## config.mk

```make
export PLATFORM = sky130hd
export DESIGN_NAME = tdl_tap_chain
export DESIGN_NICKNAME = d
export VERILOG_FILES = /design/src/logic/tdl_pkg.sv /design/src/logic/tdl_tap_chain.sv /design/src/logic/tdl_hold_stage.sv
export SDC_FILE = /design/constraint.sdc
export NUM_CORES = 1
export LEC_CHECK = 0
export ABC_AREA = 1
export BUFFER_PORTS_ARGS = -buffer_cell sky130_fd_sc_hd__buf_2
export CAP_MARGIN = 30
export CORE_MARGIN = 2
export CORE_UTILIZATION = 45
export CTS_CLUSTER_SIZE = 14
export DETAILED_ROUTE_END_ITERATION = 12
export PLACE_DENSITY = 0.81
export SYNTH_ARGS = -nofsm -noshare
export SYNTH_HDL_FRONTEND = slang
export SYNTH_SLANG_ARGS = --single-unit
```

## constraint.sdc

```tcl
create_clock -name sys_clk -period 1.2 [get_ports sys_clk]
set_input_delay 0.06 -clock sys_clk [delete_from_list [all_inputs] [get_ports sys_clk]]
set_output_delay 0.06 -clock sys_clk [all_outputs]
set_load 0.02 [all_outputs]
```

## src/logic/tdl_pkg.sv

```systemverilog
package tdl_pkg;

  // Default build shape of the tap chain
  localparam int TDL_DEF_DATA_W     = 8;
  localparam int TDL_DEF_STAGES     = 4;
  localparam bit TDL_DEF_ZERO_FIRST = 1'b0;
  localparam bit TDL_DEF_REVERSE    = 1'b0;

  // Width of the hold enable, a single unsigned bit
  localparam int TDL_EN_W = 1;

  // Level that opens a hold stage
  localparam logic TDL_EN_ON = 1'b1;

  // Hold stages clear to all zeros on reset
  localparam logic TDL_HOLD_RST = 1'b0;

  // Count step for the fill counter
  localparam int TDL_FILL_STEP = 1;

endpackage

```

## src/logic/tdl_tap_chain.sv

```systemverilog
// Overview of operation
// (RL1) One scalar sample and enable in; a vector of delayed taps and valid out.
// (RL2) First stage zero or one cycle by parameter; further stages one-cycle holds.
// (RL3) One output element per stage, every tap visible at once.
// (RL4) Element zero is least delayed, unless reverse order puts most delayed first.
// (RL5) Upstream drives a scalar only; vector input is not supported.
// (RL6) Zero-latency first stage follows the input while enabled, same cycle.
// (RL7) Zero-latency first stage holds previous-cycle capture while enable is low.
// (RL8) Enable is a one-bit unsigned signal, driven at exactly that width.
// (RL9) One-cycle stage delays input one cycle when enabled, else holds output.
// (RL10) In one-cycle stages an enable change shows only from the next cycle.
// (RL11) Valid follows the enable through a delay matching the taps.
// (RL12) Reset clears all stages; valid stays low until the chain is filled.
module tdl_tap_chain
  import tdl_pkg::*;
#(
  parameter int DATA_W     = TDL_DEF_DATA_W,
  parameter int STAGES     = TDL_DEF_STAGES,
  parameter bit ZERO_FIRST = TDL_DEF_ZERO_FIRST,
  parameter bit REVERSE    = TDL_DEF_REVERSE
) (
  // Clock and reset
  input  wire logic                       sys_clk,
  input  wire logic                       rst_n,
  // Upstream sample
  input  wire logic [DATA_W-1:0]          din,
  input  wire logic [TDL_EN_W-1:0]        en,
  // Downstream taps
  output wire logic [STAGES*DATA_W-1:0]   taps_out,
  output wire logic                       taps_valid
);

  // Fill counter sizing; counts enabled samples taken since reset
  localparam int              FILL_W   = $clog2(STAGES + 1);
  localparam logic [FILL_W-1:0] FILL_NEED = FILL_W'(STAGES - 1);
  localparam logic [FILL_W-1:0] FILL_INC  = FILL_W'(TDL_FILL_STEP);

  logic [DATA_W-1:0] tap_val [STAGES];
  logic              en_on;
  logic              primed;
  logic [FILL_W-1:0] fill_reg;
  logic [FILL_W-1:0] fill_next;
  logic              valid_reg;
  logic              valid_next;

  // Enable decode, the single bit is the whole control
  assign en_on = (en == TDL_EN_ON);                                // RL8

  // Chain of hold stages, the head fed by din and each later one by the previous tap
  generate
    for (genvar k = 0; k < STAGES; k++) begin : g_stage
      if (k == 0) begin : g_head
        tdl_hold_stage #(
          .DATA_W   (DATA_W),
          .ZERO_LAT (ZERO_FIRST)
        ) u_first (
          .sys_clk (sys_clk),
          .rst_n   (rst_n),
          .hold_en (en),
          .din     (din),
          .q       (tap_val[k])
        );                                                         // RL2
      end else begin : g_body
        tdl_hold_stage #(
          .DATA_W   (DATA_W),
          .ZERO_LAT (1'b0)
        ) u_next (
          .sys_clk (sys_clk),
          .rst_n   (rst_n),
          .hold_en (en),
          .din     (tap_val[k-1]),
          .q       (tap_val[k])
        );                                                         // RL2
      end
    end
  endgenerate

  // Tap placement; reverse order only renames wires, costs no logic
  generate
    for (genvar k = 0; k < STAGES; k++) begin : g_place
      assign taps_out[k*DATA_W +: DATA_W] = tap_val[REVERSE ? (STAGES - 1 - k) : k];  // RL1 RL3 RL4
    end
  endgenerate

  // Primed once STAGES-1 enabled samples are in; the next enabled one fills the chain
  assign primed    = (fill_reg >= FILL_NEED);
  assign fill_next = (en_on && !primed) ? fill_reg + FILL_INC : fill_reg;
  assign valid_next = en_on && primed;

  // Fill counter saturates, so it never wraps back to unprimed
  always_ff @(posedge sys_clk or negedge rst_n) begin
    if (!rst_n) begin
      fill_reg <= '0;                                              // RL12
    end else begin
      fill_reg <= fill_next;
    end
  end

  // Valid delay for the one-cycle head
  always_ff @(posedge sys_clk or negedge rst_n) begin
    if (!rst_n) begin
      valid_reg <= 1'b0;                                           // RL12
    end else begin
      valid_reg <= valid_next;                                     // RL11
    end
  end

  // Zero-latency head needs a same-cycle valid, hence the bypass
  assign taps_valid = ZERO_FIRST ? valid_next : valid_reg;         // RL11

  // Checks on the head stage
  a_head_pass: assert property (                                   // RL6
    @(posedge sys_clk) disable iff (!rst_n)
    (ZERO_FIRST && en_on) |-> (tap_val[0] == din))
    else $error("zero-latency head does not follow input");

  a_head_capture: assert property (                                // RL7
    @(posedge sys_clk) disable iff (!rst_n)
    (ZERO_FIRST && en_on) ##1 !en_on |-> (tap_val[0] == $past(din)))
    else $error("zero-latency head lost previous capture");

  a_head_keep: assert property (                                   // RL7
    @(posedge sys_clk) disable iff (!rst_n)
    (ZERO_FIRST && !en_on) ##1 !en_on |-> $stable(tap_val[0]))
    else $error("zero-latency head changed while disabled");

  a_unit_delay: assert property (                                  // RL9
    @(posedge sys_clk) disable iff (!rst_n)
    (!ZERO_FIRST && en_on) |=> (tap_val[0] == $past(din)))
    else $error("unit head not one cycle behind input");

  a_unit_late: assert property (                                   // RL10
    @(posedge sys_clk) disable iff (!rst_n)
    (!ZERO_FIRST && !en_on) ##1 en_on |-> $stable(tap_val[0]) ##1 (tap_val[0] == $past(din)))
    else $error("unit head reacted to enable too early");

  a_unit_hold: assert property (                                   // RL9
    @(posedge sys_clk) disable iff (!rst_n)
    (!ZERO_FIRST && !en_on) |=> $stable(tap_val[0]))
    else $error("unit head moved while disabled");

  // Each body stage shifts exactly one enabled step
  generate
    for (genvar k = 1; k < STAGES; k++) begin : g_chk
      a_chain_shift: assert property (                             // RL2
        @(posedge sys_clk) disable iff (!rst_n)
        en_on |=> (tap_val[k] == $past(tap_val[k-1])))
        else $error("body stage did not shift");

      a_chain_hold: assert property (                              // RL9
        @(posedge sys_clk) disable iff (!rst_n)
        !en_on |=> $stable(tap_val[k]))
        else $error("body stage moved while disabled");

      a_body_reset: assert property (                              // RL12
        @(posedge sys_clk)
        $rose(rst_n) |-> (tap_val[k] == '0))
        else $error("body stage not cleared by reset");
    end
  endgenerate

  a_order_map: assert property (                                   // RL4
    @(posedge sys_clk) disable iff (!rst_n)
    taps_out[DATA_W-1:0] == (REVERSE ? tap_val[STAGES-1] : tap_val[0]))
    else $error("tap order wrong at element zero");

  a_order_tail: assert property (                                  // RL4
    @(posedge sys_clk) disable iff (!rst_n)
    taps_out[STAGES*DATA_W-1 -: DATA_W] == (REVERSE ? tap_val[0] : tap_val[STAGES-1]))
    else $error("tap order wrong at last element");

  a_valid_gate: assert property (                                  // RL12
    @(posedge sys_clk) disable iff (!rst_n)
    (ZERO_FIRST ? !primed : !$past(primed)) |-> !taps_valid)
    else $error("valid before chain filled");

  a_valid_follow: assert property (                                // RL11
    @(posedge sys_clk) disable iff (!rst_n)
    (!ZERO_FIRST && en_on && primed) |=> taps_valid ##1 ($past(en_on) == taps_valid))
    else $error("valid does not track delayed enable");

  a_fill_step: assert property (                                   // RL12
    @(posedge sys_clk) disable iff (!rst_n)
    (en_on && !primed) |=> (fill_reg == $past(fill_reg) + FILL_INC))
    else $error("fill counter missed an enabled sample");

  // Fill counter stays in range and, once primed, never unprimes
  a_fill_bound: assert property (                                  // RL12
    @(posedge sys_clk) disable iff (!rst_n)
    fill_reg <= FILL_NEED)
    else $error("fill counter ran past its limit");

  a_fill_hold: assert property (                                   // RL12
    @(posedge sys_clk) disable iff (!rst_n)
    primed |=> primed)
    else $error("chain fell back to unprimed");

  // Valid drops with the enable; a held chain carries no fresh data
  a_valid_zero_off: assert property (                              // RL11
    @(posedge sys_clk) disable iff (!rst_n)
    (ZERO_FIRST && !en_on) |-> !taps_valid)
    else $error("same-cycle valid high while disabled");

  a_valid_unit_off: assert property (                              // RL11
    @(posedge sys_clk) disable iff (!rst_n)
    (!ZERO_FIRST && !en_on) |=> !taps_valid)
    else $error("registered valid high after disabled cycle");

  a_valid_cause: assert property (                                 // RL11
    @(posedge sys_clk) disable iff (!rst_n)
    (!ZERO_FIRST && taps_valid) |-> $past(en_on))
    else $error("registered valid without enabled edge");

  // Reset state, looked at on the first edge after release; edges inside
  // reset are skipped since the flops are unknown before the first one
  a_head_reset: assert property (                                  // RL12
    @(posedge sys_clk)
    ($rose(rst_n) && !(ZERO_FIRST && en_on)) |-> (tap_val[0] == '0))
    else $error("head stage not cleared by reset");

  a_valid_reset: assert property (                                 // RL12
    @(posedge sys_clk)
    $rose(rst_n) |-> !taps_valid)
    else $error("valid high straight after reset");

endmodule

```

## src/logic/tdl_hold_stage.sv

```systemverilog
// One enable-gated hold stage. With ZERO_LAT set the stage is transparent
// while enabled and shows the last captured sample otherwise; with it clear
// the stage is a plain enabled register.
module tdl_hold_stage
  import tdl_pkg::*;
#(
  parameter int DATA_W   = TDL_DEF_DATA_W,
  parameter bit ZERO_LAT = 1'b0
) (
  // Clock and reset
  input  wire logic                sys_clk,
  input  wire logic                rst_n,
  // Sample path
  input  wire logic [TDL_EN_W-1:0] hold_en,
  input  wire logic [DATA_W-1:0]   din,
  output wire logic [DATA_W-1:0]   q
);

  logic [DATA_W-1:0] held_reg;
  logic [DATA_W-1:0] held_next;
  logic              open_w;

  // Same storage serves both flavours; only the output select differs
  assign open_w    = (hold_en == TDL_EN_ON);
  assign held_next = open_w ? din : held_reg;                      // RL9

  // Capture while open, keep otherwise
  always_ff @(posedge sys_clk or negedge rst_n) begin
    if (!rst_n) begin
      held_reg <= {DATA_W{TDL_HOLD_RST}};                          // RL12
    end else begin
      held_reg <= held_next;                                       // RL10
    end
  end

  // Zero latency: pass through while open, else last capture
  assign q = (ZERO_LAT && open_w) ? din : held_reg;                // RL6 RL7

endmodule

```

==> flow_summary.toml, run 1 <==
[sta]
setup_slack_ps = 18.8
period_share_pct = 98.4
rsz0062_at_grt = "yes"
finalCriticalPeriod_ps = 1180
fin_skew_ps = 4.25
hold_violations = 0
fmax_mhz = 847
drv_slew = 0
slew-limit-headroom_pct = 71.3
tightest_slew_ps = 431
setup_violations = 0

[floorplanning]
num_rows = 20
dieHeight_um = 60.5
fp.dieArea_sq_um = 3650
coreArea_sq_um = 3050
start_util_pct = 47.0
io_pins = 44
die_x_um = 60.5

[routing]
wl_per_cell_um = 10.6
drt-initial-drc-count = 63
routed_via_density = 4.58
drt_first_pass_iters = 4
wirelength_mm = 2.60
ant_nets = 0
vias = 1121
drc_errors = 0

[clocking]
worstSkewPairLatency_ps = 330
cts-root-buf = "clkbuf_4"
cts_tree = "built"
clock-sinks = 36
path_clk_slew_ps = 100
cts_buffers = 5
clockBufferDepth = 2
htreeDepth = 2

[yosys]
syn_area_sq_um = 1430
postSynthAreaPerCell_sq_um = 10.2
synthDistinctLibCells = 15
synth_nets = 154
syn_inst = 141
ys.warnings.count = 0
ys_seq_elements = 36
yosysSeqAreaShare_pct = 62.8

[power]
ir_worst_vdd_v = 0.000711
p_leak_nw = 0.950
power-per-cell-area_nw_per_um2 = 1390
p_total_mw = 2.63

[place]
gp_congestion = 0.704
portBuffers = 43
hpwlAfterDp_mm = 1.74
placed_area_sq_um = 1720
dp_slack_ps = 13.9

[worst_setup_path]
cp-start-kind = "register"
path_max_fanout = 2
cp_common_cell = "nand2_1"
critPathRequiredTime_ps = 1430
crit_chain = "ha_2 > ha_4 > nor2_4 > nand3_2 > nand2_1 > nand2_1"
arrival_ps = 1410
slowest_delay_ps = 400
path_buf_inv = 0
crit_type = "register to register"
slowest_stage = "dfrtp_1"
cp_top_family = "flip-flops"
worst_setup_path_end_kind = "register"

[run_status]
status = "complete, no violations"

[global_route]
track_usage_pct = 16.4
antenna_found_initial = 0
grt_pass1_vias = 1021
grt-ovfl-total = 0
grt_max_degree = 41
grt_pass1_wl_mm = 4.31

[worst_hold_path]
hp-class = "input port to register"

[final_layout]
fin_nets = 213
syn_to_final_growth_pct = 32.2
final_area_sq_um = 1900
largest_reg_flops = 24
drive_gt1_share_pct = 35.3
layout_commonest_cell = "buf_2"
final_cell_mix = "buf_2, dfrtp_1, nand2_1"
antenna_cells = 0
fillers = 286

[flow_run]
drv_cap = 0
-- cell usage after synthesis (all sizes together) --
cell type | number | area, sq um
nand2 | 22 | 82.6
dfrtp | 36 | 901
nand4 | 3 | 18.8
nand3 | 1 | 5.00
ha | 2 | 25.0
buf | 7 | 56.3
o21ai | 16 | 80.1
a21oi | 16 | 118
a21boi | 1 | 7.51
inv | 19 | 71.3
nor2 | 17 | 63.8
clkbuf | 1 | 5.00
-- worst register-to-register path: cells and delay by family, from the launching register on --
| family | cells | cell delay, ps |
|---|---|---|
| DFF | 1 | 400 |
| adders and majority gates | 2 | 360 |
| and+or+nand+nor | 4 | 320 |
-- cell families (layout without fill, tap and decap cells) --
logic type	Yosys count	after routing	share of synthesized area, %
simple gates	43	43	11.9
fa+ha+maj	2	2	1.74
flops	36	36	62.8
buf+inv	27	87	9.25
compound gates	33	33	14.3
-- per-layer routing --
| metal | vias to the layer above | GRT usage (%) | routed length (um) |
|---|---|---|---|
| met1 | 522 | 20.0 | 1130 |
| li1 | 564 | - | - |
| met5 | - | 0 | 0 |
| met3 | 4 | 4.69 | 114 |
| met2 | 31 | 25.8 | 1310 |
| met4 | 0 | 9.94 | 47 |
-- final timing paths --
check / endpoint / depth (start not counted) / slack, ps / from
min in group asynchronous: g_stage[0].g_head.u_first.q[4] / 3 / 280 / rst_n
min reg2reg: g_stage[2].g_body.u_next.q[3] / 2 / 510 / g_stage[1].g_body.u_next.q[3]
min: g_stage[1].g_body.u_next.q[6] / 2 / 50 / en
max in group asynchronous: g_stage[2].g_body.u_next.q[6] / 3 / 610 / rst_n
max: fill_reg[1] / 6 / 20 / fill_reg[1]
max reg2reg: fill_reg[1] / 6 / 20 / fill_reg[1]
-- area by class of cell --
| class | count | area (sq um) | area share (%) |
|---|---|---|---|
| tap | 44 | 55.1 | 2.90 |
| sequential | 36 | 901 | 47.5 |
| timing repair buffer | 60 | 382 | 20.1 |
| clock buffer | 8 | 58.8 | 3.10 |
| inverter | 19 | 71.3 | 3.76 |
| multi-input combinational | 78 | 428 | 22.6 |
-- where the power goes --
part | internal [mW] | total (mW) | switching, mW
sequential | 1.34 | 1.41 | 0.0696
combinational | 0.196 | 0.555 | 0.358
clock | 0.289 | 0.663 | 0.374
-- repair_timing --
| item | 4_1_cts | 5_1_grt |
|---|---|---|
| buffers inserted | 1 | 0 |
| hold endpoints to repair | 44 | 0 |
| setup endpoints to repair | 4 | 4 |
| hold buffers | 9 | 0 |
| pin swaps | 1 | 3 |
| cloned | 0 | 0 |
| resized for setup | 0 | 4 |
-- through the flow --
step	util, %	std cells	TNS (ps)	hold slack, ps
detailed placement	56.2	227	0	121
CTS	61.3	245	0	39.2
global route	62.1	245	-159	40.2
floorplan	-	141	0	-236
global placement	56.2	227	0	121
finish	62.1	245	0	48.4
Note: power is estimated with default switching activity, not from simulation.
==> inputs of run 2 (changes only) <==
--- a/config.mk
+++ b/config.mk
@@ -8,8 +8,10 @@
 export ABC_AREA = 1
 export BUFFER_PORTS_ARGS = -buffer_cell sky130_fd_sc_hd__buf_2
 export CAP_MARGIN = 30
+export CORE_ASPECT_RATIO = 1.1
 export CORE_MARGIN = 2
 export CORE_UTILIZATION = 45
+export CTS_BUF_LIST = sky130_fd_sc_hd__clkbuf_16
 export CTS_CLUSTER_SIZE = 14
 export DETAILED_ROUTE_END_ITERATION = 12
 export PLACE_DENSITY = 0.81
==> run 2 against run 1 <==
Against the previous run:
- setup slack better by 19 ps
- core utilization up 1.0 points
- critical path depth unchanged
- clock skew down 1.6 ps
- sequential power about the same
- total power up 20%
- final cell count down 6.1%
- register-to-register slack better by 20 ps
- cell area up 1.5%
- combinational power down 0.7%
- first-iteration DRC count down 67%
- global-route usage down 0.14 points
- critical path type unchanged
- critical endpoint unchanged
- largest power group unchanged
==> flow_summary.toml, run 2 (synthesis gave the netlist of run 1 again) <==
[run_status]
status = "complete, no violations"

[final_layout]
drive_gt1_share_pct = 35.2
fin_nets = 208
ff_latch_area_sq_um = 901
final_cell_mix = "buf_2, dfrtp_1, nand2_1"
layout_commonest_cell = "buf_2"
fillers = 253
syn_to_final_growth_pct = 34.2
multiInputGateArea_sq_um = 423
antenna_cells = 0
largest_reg_flops = 24

[worst_setup_path]
path_max_fanout = 2
cp-start-kind = "register"
arrival_ps = 1330
worst_setup_path_end_kind = "register"
crit_type = "register to register"
critPathRequiredTime_ps = 1370

[sta]
holdWs_ps = 1.74
fin_skew_ps = 2.62
tightest_slew_ps = 384
hold_violations = 0
period_share_pct = 96.8
slew-limit-headroom_pct = 74.4
drv_slew = 0
fmax_mhz = 861
setup_violations = 0
setup_slack_ps = 38.0
rsz0062_at_grt = "yes"
finalCriticalPeriod_ps = 1160

[routing]
drt_first_pass_iters = 4
wirelength_mm = 2.57
drt-initial-drc-count = 21
drc_errors = 0
vias = 1085
wl_per_cell_um = 11.2
ant_nets = 0
routed_via_density = 4.72

[global_route]
grt_max_degree = 41
grt_pass1_vias = 1038
grt_pass1_wl_mm = 4.51
track_usage_pct = 16.2
antenna_found_initial = 0
grt-ovfl-total = 0

[place]
dp_slack_ps = 3.64
portBuffers = 43
gp_congestion = 0.661
hpwlAfterDp_mm = 1.86

[floorplanning]
num_rows = 21
dieHeight_um = 63.2
coreArea_sq_um = 3050
die_x_um = 57.8
start_util_pct = 47.0
io_pins = 44
fp.dieArea_sq_um = 3650

[flow_run]
drv_cap = 0

[power]
power-per-cell-area_nw_per_um2 = 1640
p_total_mw = 3.16
p_leak_nw = 0.968
ir_worst_vdd_v = 0.00127

[worst_hold_path]
hp-class = "input port to register"

[clocking]
clockBufferDepth = 2
worstSkewPairLatency_ps = 270
cts_tree = "built"
path_clk_slew_ps = 50
clock-sinks = 36
htreeDepth = 2
cts-root-buf = "clkbuf_16"
cts_buffers = 5
==> run 2: cell count changes in the layout (fill, tap and decap cells not counted) <==
cell	before	now
clkbuf_8	1	0
clkinv_1	0	1
buf_4	6	4
dlygate4sd3_1	9	5
inv_1	19	20
clkbuf_1	2	0
nand3_1	0	1
clkinvlp_4	0	1
buf_12	1	2
clkbuf_16	0	5
clkbuf_4	5	0
nand3_2	1	0
==> run 2: critical path: stages (launching register included) <==
cell and delay, ps:
dfrtp_1 380, ha_2 200, ha_4 160, nor2_4 90
nand3_1 100, nand2_1 80, nand2_1 50
==> run 2: final cells by class <==
cell class | instances | share of cell area, %
clock buffer | 5 | 6.50
clock inverter | 3 | 0.780
inverter | 19 | 3.71
multi-input combinational | 78 | 22.0
sequential | 36 | 46.8
tap | 34 | 2.21
timing repair buffer | 55 | 18.0
==> run 2: metrics by stage <==
stage	TNS, ps	instance area (sq um)	std cells	util (%)
6_report	0	1920	230	63.1
5_1_grt	-134	1920	230	63.1
4_1_cts	0	1910	230	62.5
3_5_place_dp	0	1720	217	56.3
3_3_place_gp	0	1720	217	56.3
2_1_floorplan	0	1440	141	-
==> run 2: timing repair <==
item | CTS | global route
pin swaps | 1 | 2
hold buffers | 5 | 0
buffers inserted | 0 | 0
resized for setup | 0 | 3
hold endpoints to repair | 20 | 0
setup endpoints to repair | 2 | 4
==> run 2: routing by layer <==
layer	part of all wire (%)	track usage, %	up-vias
met3	4.8	4.31	5
met5	0	0	-
met2	51	25.6	28
met4	1.5	6.98	0
met1	43	20.9	505
li1	-	-	547
==> run 2: final timing paths <==
| path | from | endpoint | slack [ps] | cells after the start |
|---|---|---|---|---|
| max | fill_reg[1] | fill_reg[1] | 40 | 6 |
| min | din[3] | g_stage[0].g_head.u_first.q[3] | 2 | 3 |
| max reg2reg | fill_reg[1] | fill_reg[1] | 40 | 6 |
| min reg2reg | g_stage[1].g_body.u_next.q[1] | g_stage[2].g_body.u_next.q[1] | 500 | 2 |
| max in group asynchronous | rst_n | g_stage[1].g_body.u_next.q[1] | 530 | 3 |
| min in group asynchronous | rst_n | g_stage[0].g_head.u_first.q[3] | 240 | 2 |
==> run 2: power breakdown <==
group / leakage, nW / switching (mW) / internal (mW)
Combinational: 0.476 / 0.359 / 0.192
Clock: 0.0687 / 0.448 / 0.752
Sequential: 0.423 / 0.0685 / 1.34
Total: 0.968 / 0.875 / 2.29
==> inputs of run 3 (changes only) <==
--- a/config.mk
+++ b/config.mk
@@ -14,6 +14,7 @@
 export CTS_BUF_LIST = sky130_fd_sc_hd__clkbuf_16
 export CTS_CLUSTER_SIZE = 14
 export DETAILED_ROUTE_END_ITERATION = 12
+export GPL_TIMING_DRIVEN = 0
 export PLACE_DENSITY = 0.81
 export SYNTH_ARGS = -nofsm -noshare
 export SYNTH_HDL_FRONTEND = slang
==> run 3 against run 2 <==
Against the previous run:
- the run now ends with hold timing left
- via count rose by 7.0%
- clock-buffer cell count did not move
- sequential share of layout area fell by 0.091 points
- first-iteration DRC count fell by 38%
- hold slack got worse by 3.3 ps
- fmax fell by 2.4%
- register-to-register slack got worse by 30 ps
- die area did not move
- global-route usage rose by 3.2 points
- critical path type unchanged
- critical endpoint is now fill_reg[0]
==> flow_summary.toml, run 3 (synthesis gave the netlist of run 1 again) <==
[sta]
slew-limit-headroom_pct = 49.5
hold_violations = 1
fmax_mhz = 840
drv_slew = 0
holdWs_ps = -1.56
period_share_pct = 99.2
setup_violations = 0
fin_skew_ps = 2.68
finalCriticalPeriod_ps = 1190
tightest_slew_ps = 757
rsz0062_at_grt = "yes"

[global_route]
grt_max_degree = 37
grt_pass1_wl_mm = 5.14
grt_pass1_vias = 1133
grt-ovfl-total = 0
antenna_found_initial = 0
track_usage_pct = 19.4

[floorplanning]
fp.dieArea_sq_um = 3650
dieHeight_um = 63.2
io_pins = 44
start_util_pct = 47.0
num_rows = 21
coreArea_sq_um = 3050
die_x_um = 57.8

[place]
dp.cells = 217
hpwlAfterDp_mm = 2.04
portBuffers = 42
gp_congestion = 0.754
placed_area_sq_um = 1690

[worst_setup_path]
cp-start-kind = "register"
cp_common_cell = "nand2_1"
cp_top_family = "flip-flops"
slowest_delay_ps = 390
worst_setup_path_end_kind = "register"
crit_type = "register to register"
arrival_ps = 1360
path_max_fanout = 5
r2r_cells = 6
r2r_end = "fill_reg[0]"
crit_chain = "ha_2 > ha_4 > nor2_4 > nand3_2 > nand2_1 > nand2_1"
slowest_stage = "dfrtp_1"
worstReg2RegStart = "fill_reg[0]"
r2r_setup_slack_ps = 9
path_buf_inv = 0
critPathRequiredTime_ps = 1370

[power]
p_leak_nw = 0.975
power-per-cell-area_nw_per_um2 = 1660
ir_worst_vdd_v = 0.00139

[clocking]
clockBufferDepth = 2
cts-root-buf = "clkbuf_16"
clock-sinks = 36
worstSkewPairLatency_ps = 280
htreeDepth = 2
path_clk_slew_ps = 50
cts_tree = "built"
cts_buffers = 5

[routing]
ant_nets = 0
drc_errors = 0
wirelength_mm = 3.12
drt_first_pass_iters = 4
routed_via_density = 4.98
vias = 1161
wl_per_cell_um = 13.4
drt-initial-drc-count = 13

[worst_hold_path]
hold_depth = 3
min_from = "din[0]"
hold-path-endpoint = "g_stage[0].g_head.u_first.q[0]"
hp-class = "input port to register"

[final_layout]
stdcell_count = 233
final_util_pct = 63.3
antenna_cells = 0
layout_commonest_cell = "buf_2"
largest_reg_flops = 24
fin_nets = 211
syn_to_final_growth_pct = 34.5
drive_gt1_share_pct = 36.7
final_area_sq_um = 1930
final_cell_mix = "buf_2, dfrtp_1, nand2_1"

[run_status]
violations = "hold timing"
status = "finished with violations"

[flow_run]
drv_cap = 0
==> run 3: worst max path at each step <==
stage                 from     endpoint  slack [ps]  cells after the start
3_3_place_gp   fill_reg[0]  fill_reg[0]         -70                      6
4_1_cts        fill_reg[1]  fill_reg[0]           7                      6
5_1_grt        fill_reg[1]  fill_reg[0]         -60                      6
3_5_place_dp   fill_reg[0]  fill_reg[0]         -90                      6
2_1_floorplan  fill_reg[0]  fill_reg[0]           2                      6
6_report       fill_reg[0]  fill_reg[0]           9                      6
==> run 3: layer usage <==
metal  wire length (um)  global-route usage, %  share of wire, %
met5                  0                      0                 0
met4                 89                   11.3               2.9
met3                227                   8.01               7.3
met2               1530                   29.1                49
met1               1270                   23.2                41
==> run 3: area by class of cell <==
type / instances / area, sq um
plain buffers: 8 / 61.3
clock buffers: 5 / 125
clock inverters: 3 / 13.8
fillers: 261 / 1120
inverters: 19 / 71.3
multi-input cells: 78 / 428
flip-flops and latches: 36 / 901
well taps: 34 / 42.5
repair buffers: 50 / 285
==> run 3: power breakdown <==
part	total [mW]	internal, mW	switching, mW
Clock	1.22	0.752	0.467
Sequential	1.42	1.34	0.0729
Combinational	0.561	0.193	0.369
==> run 3: through the flow <==
| step | hold slack [ps] | total power [mW] | worst slack [ps] | setup TNS [ps] |
|---|---|---|---|---|
| 2_1_floorplan | -236 | 1.77 | 2.18 | 0 |
| 3_3_place_gp | 175 | 1.98 | -70.4 | -132 |
| 3_5_place_dp | 170 | 1.99 | -89.4 | -170 |
| 4_1_cts | 0.587 | 3.23 | 7.09 | 0 |
| 5_1_grt | 12.0 | 3.35 | -61.5 | -115 |
| 6_report | -1.56 | 3.20 | 9.17 | 0 |
==> run 3: worst reg2reg max path: cells and delay by family, from the launching register on <==
kind	cells	cell delay, ps
adder cells (fa/ha/maj)	2	350
AND/OR/NAND/NOR	4	350
flip-flops	1	390
==> run 3: what timing repair did <==
item	in CTS	in global routing
setup buffers	2	0
resized for setup	2	1
hold buffers	6	0
pin swaps	2	0
endpoints found under the setup margin	2	3
hold endpoints to repair	41	0
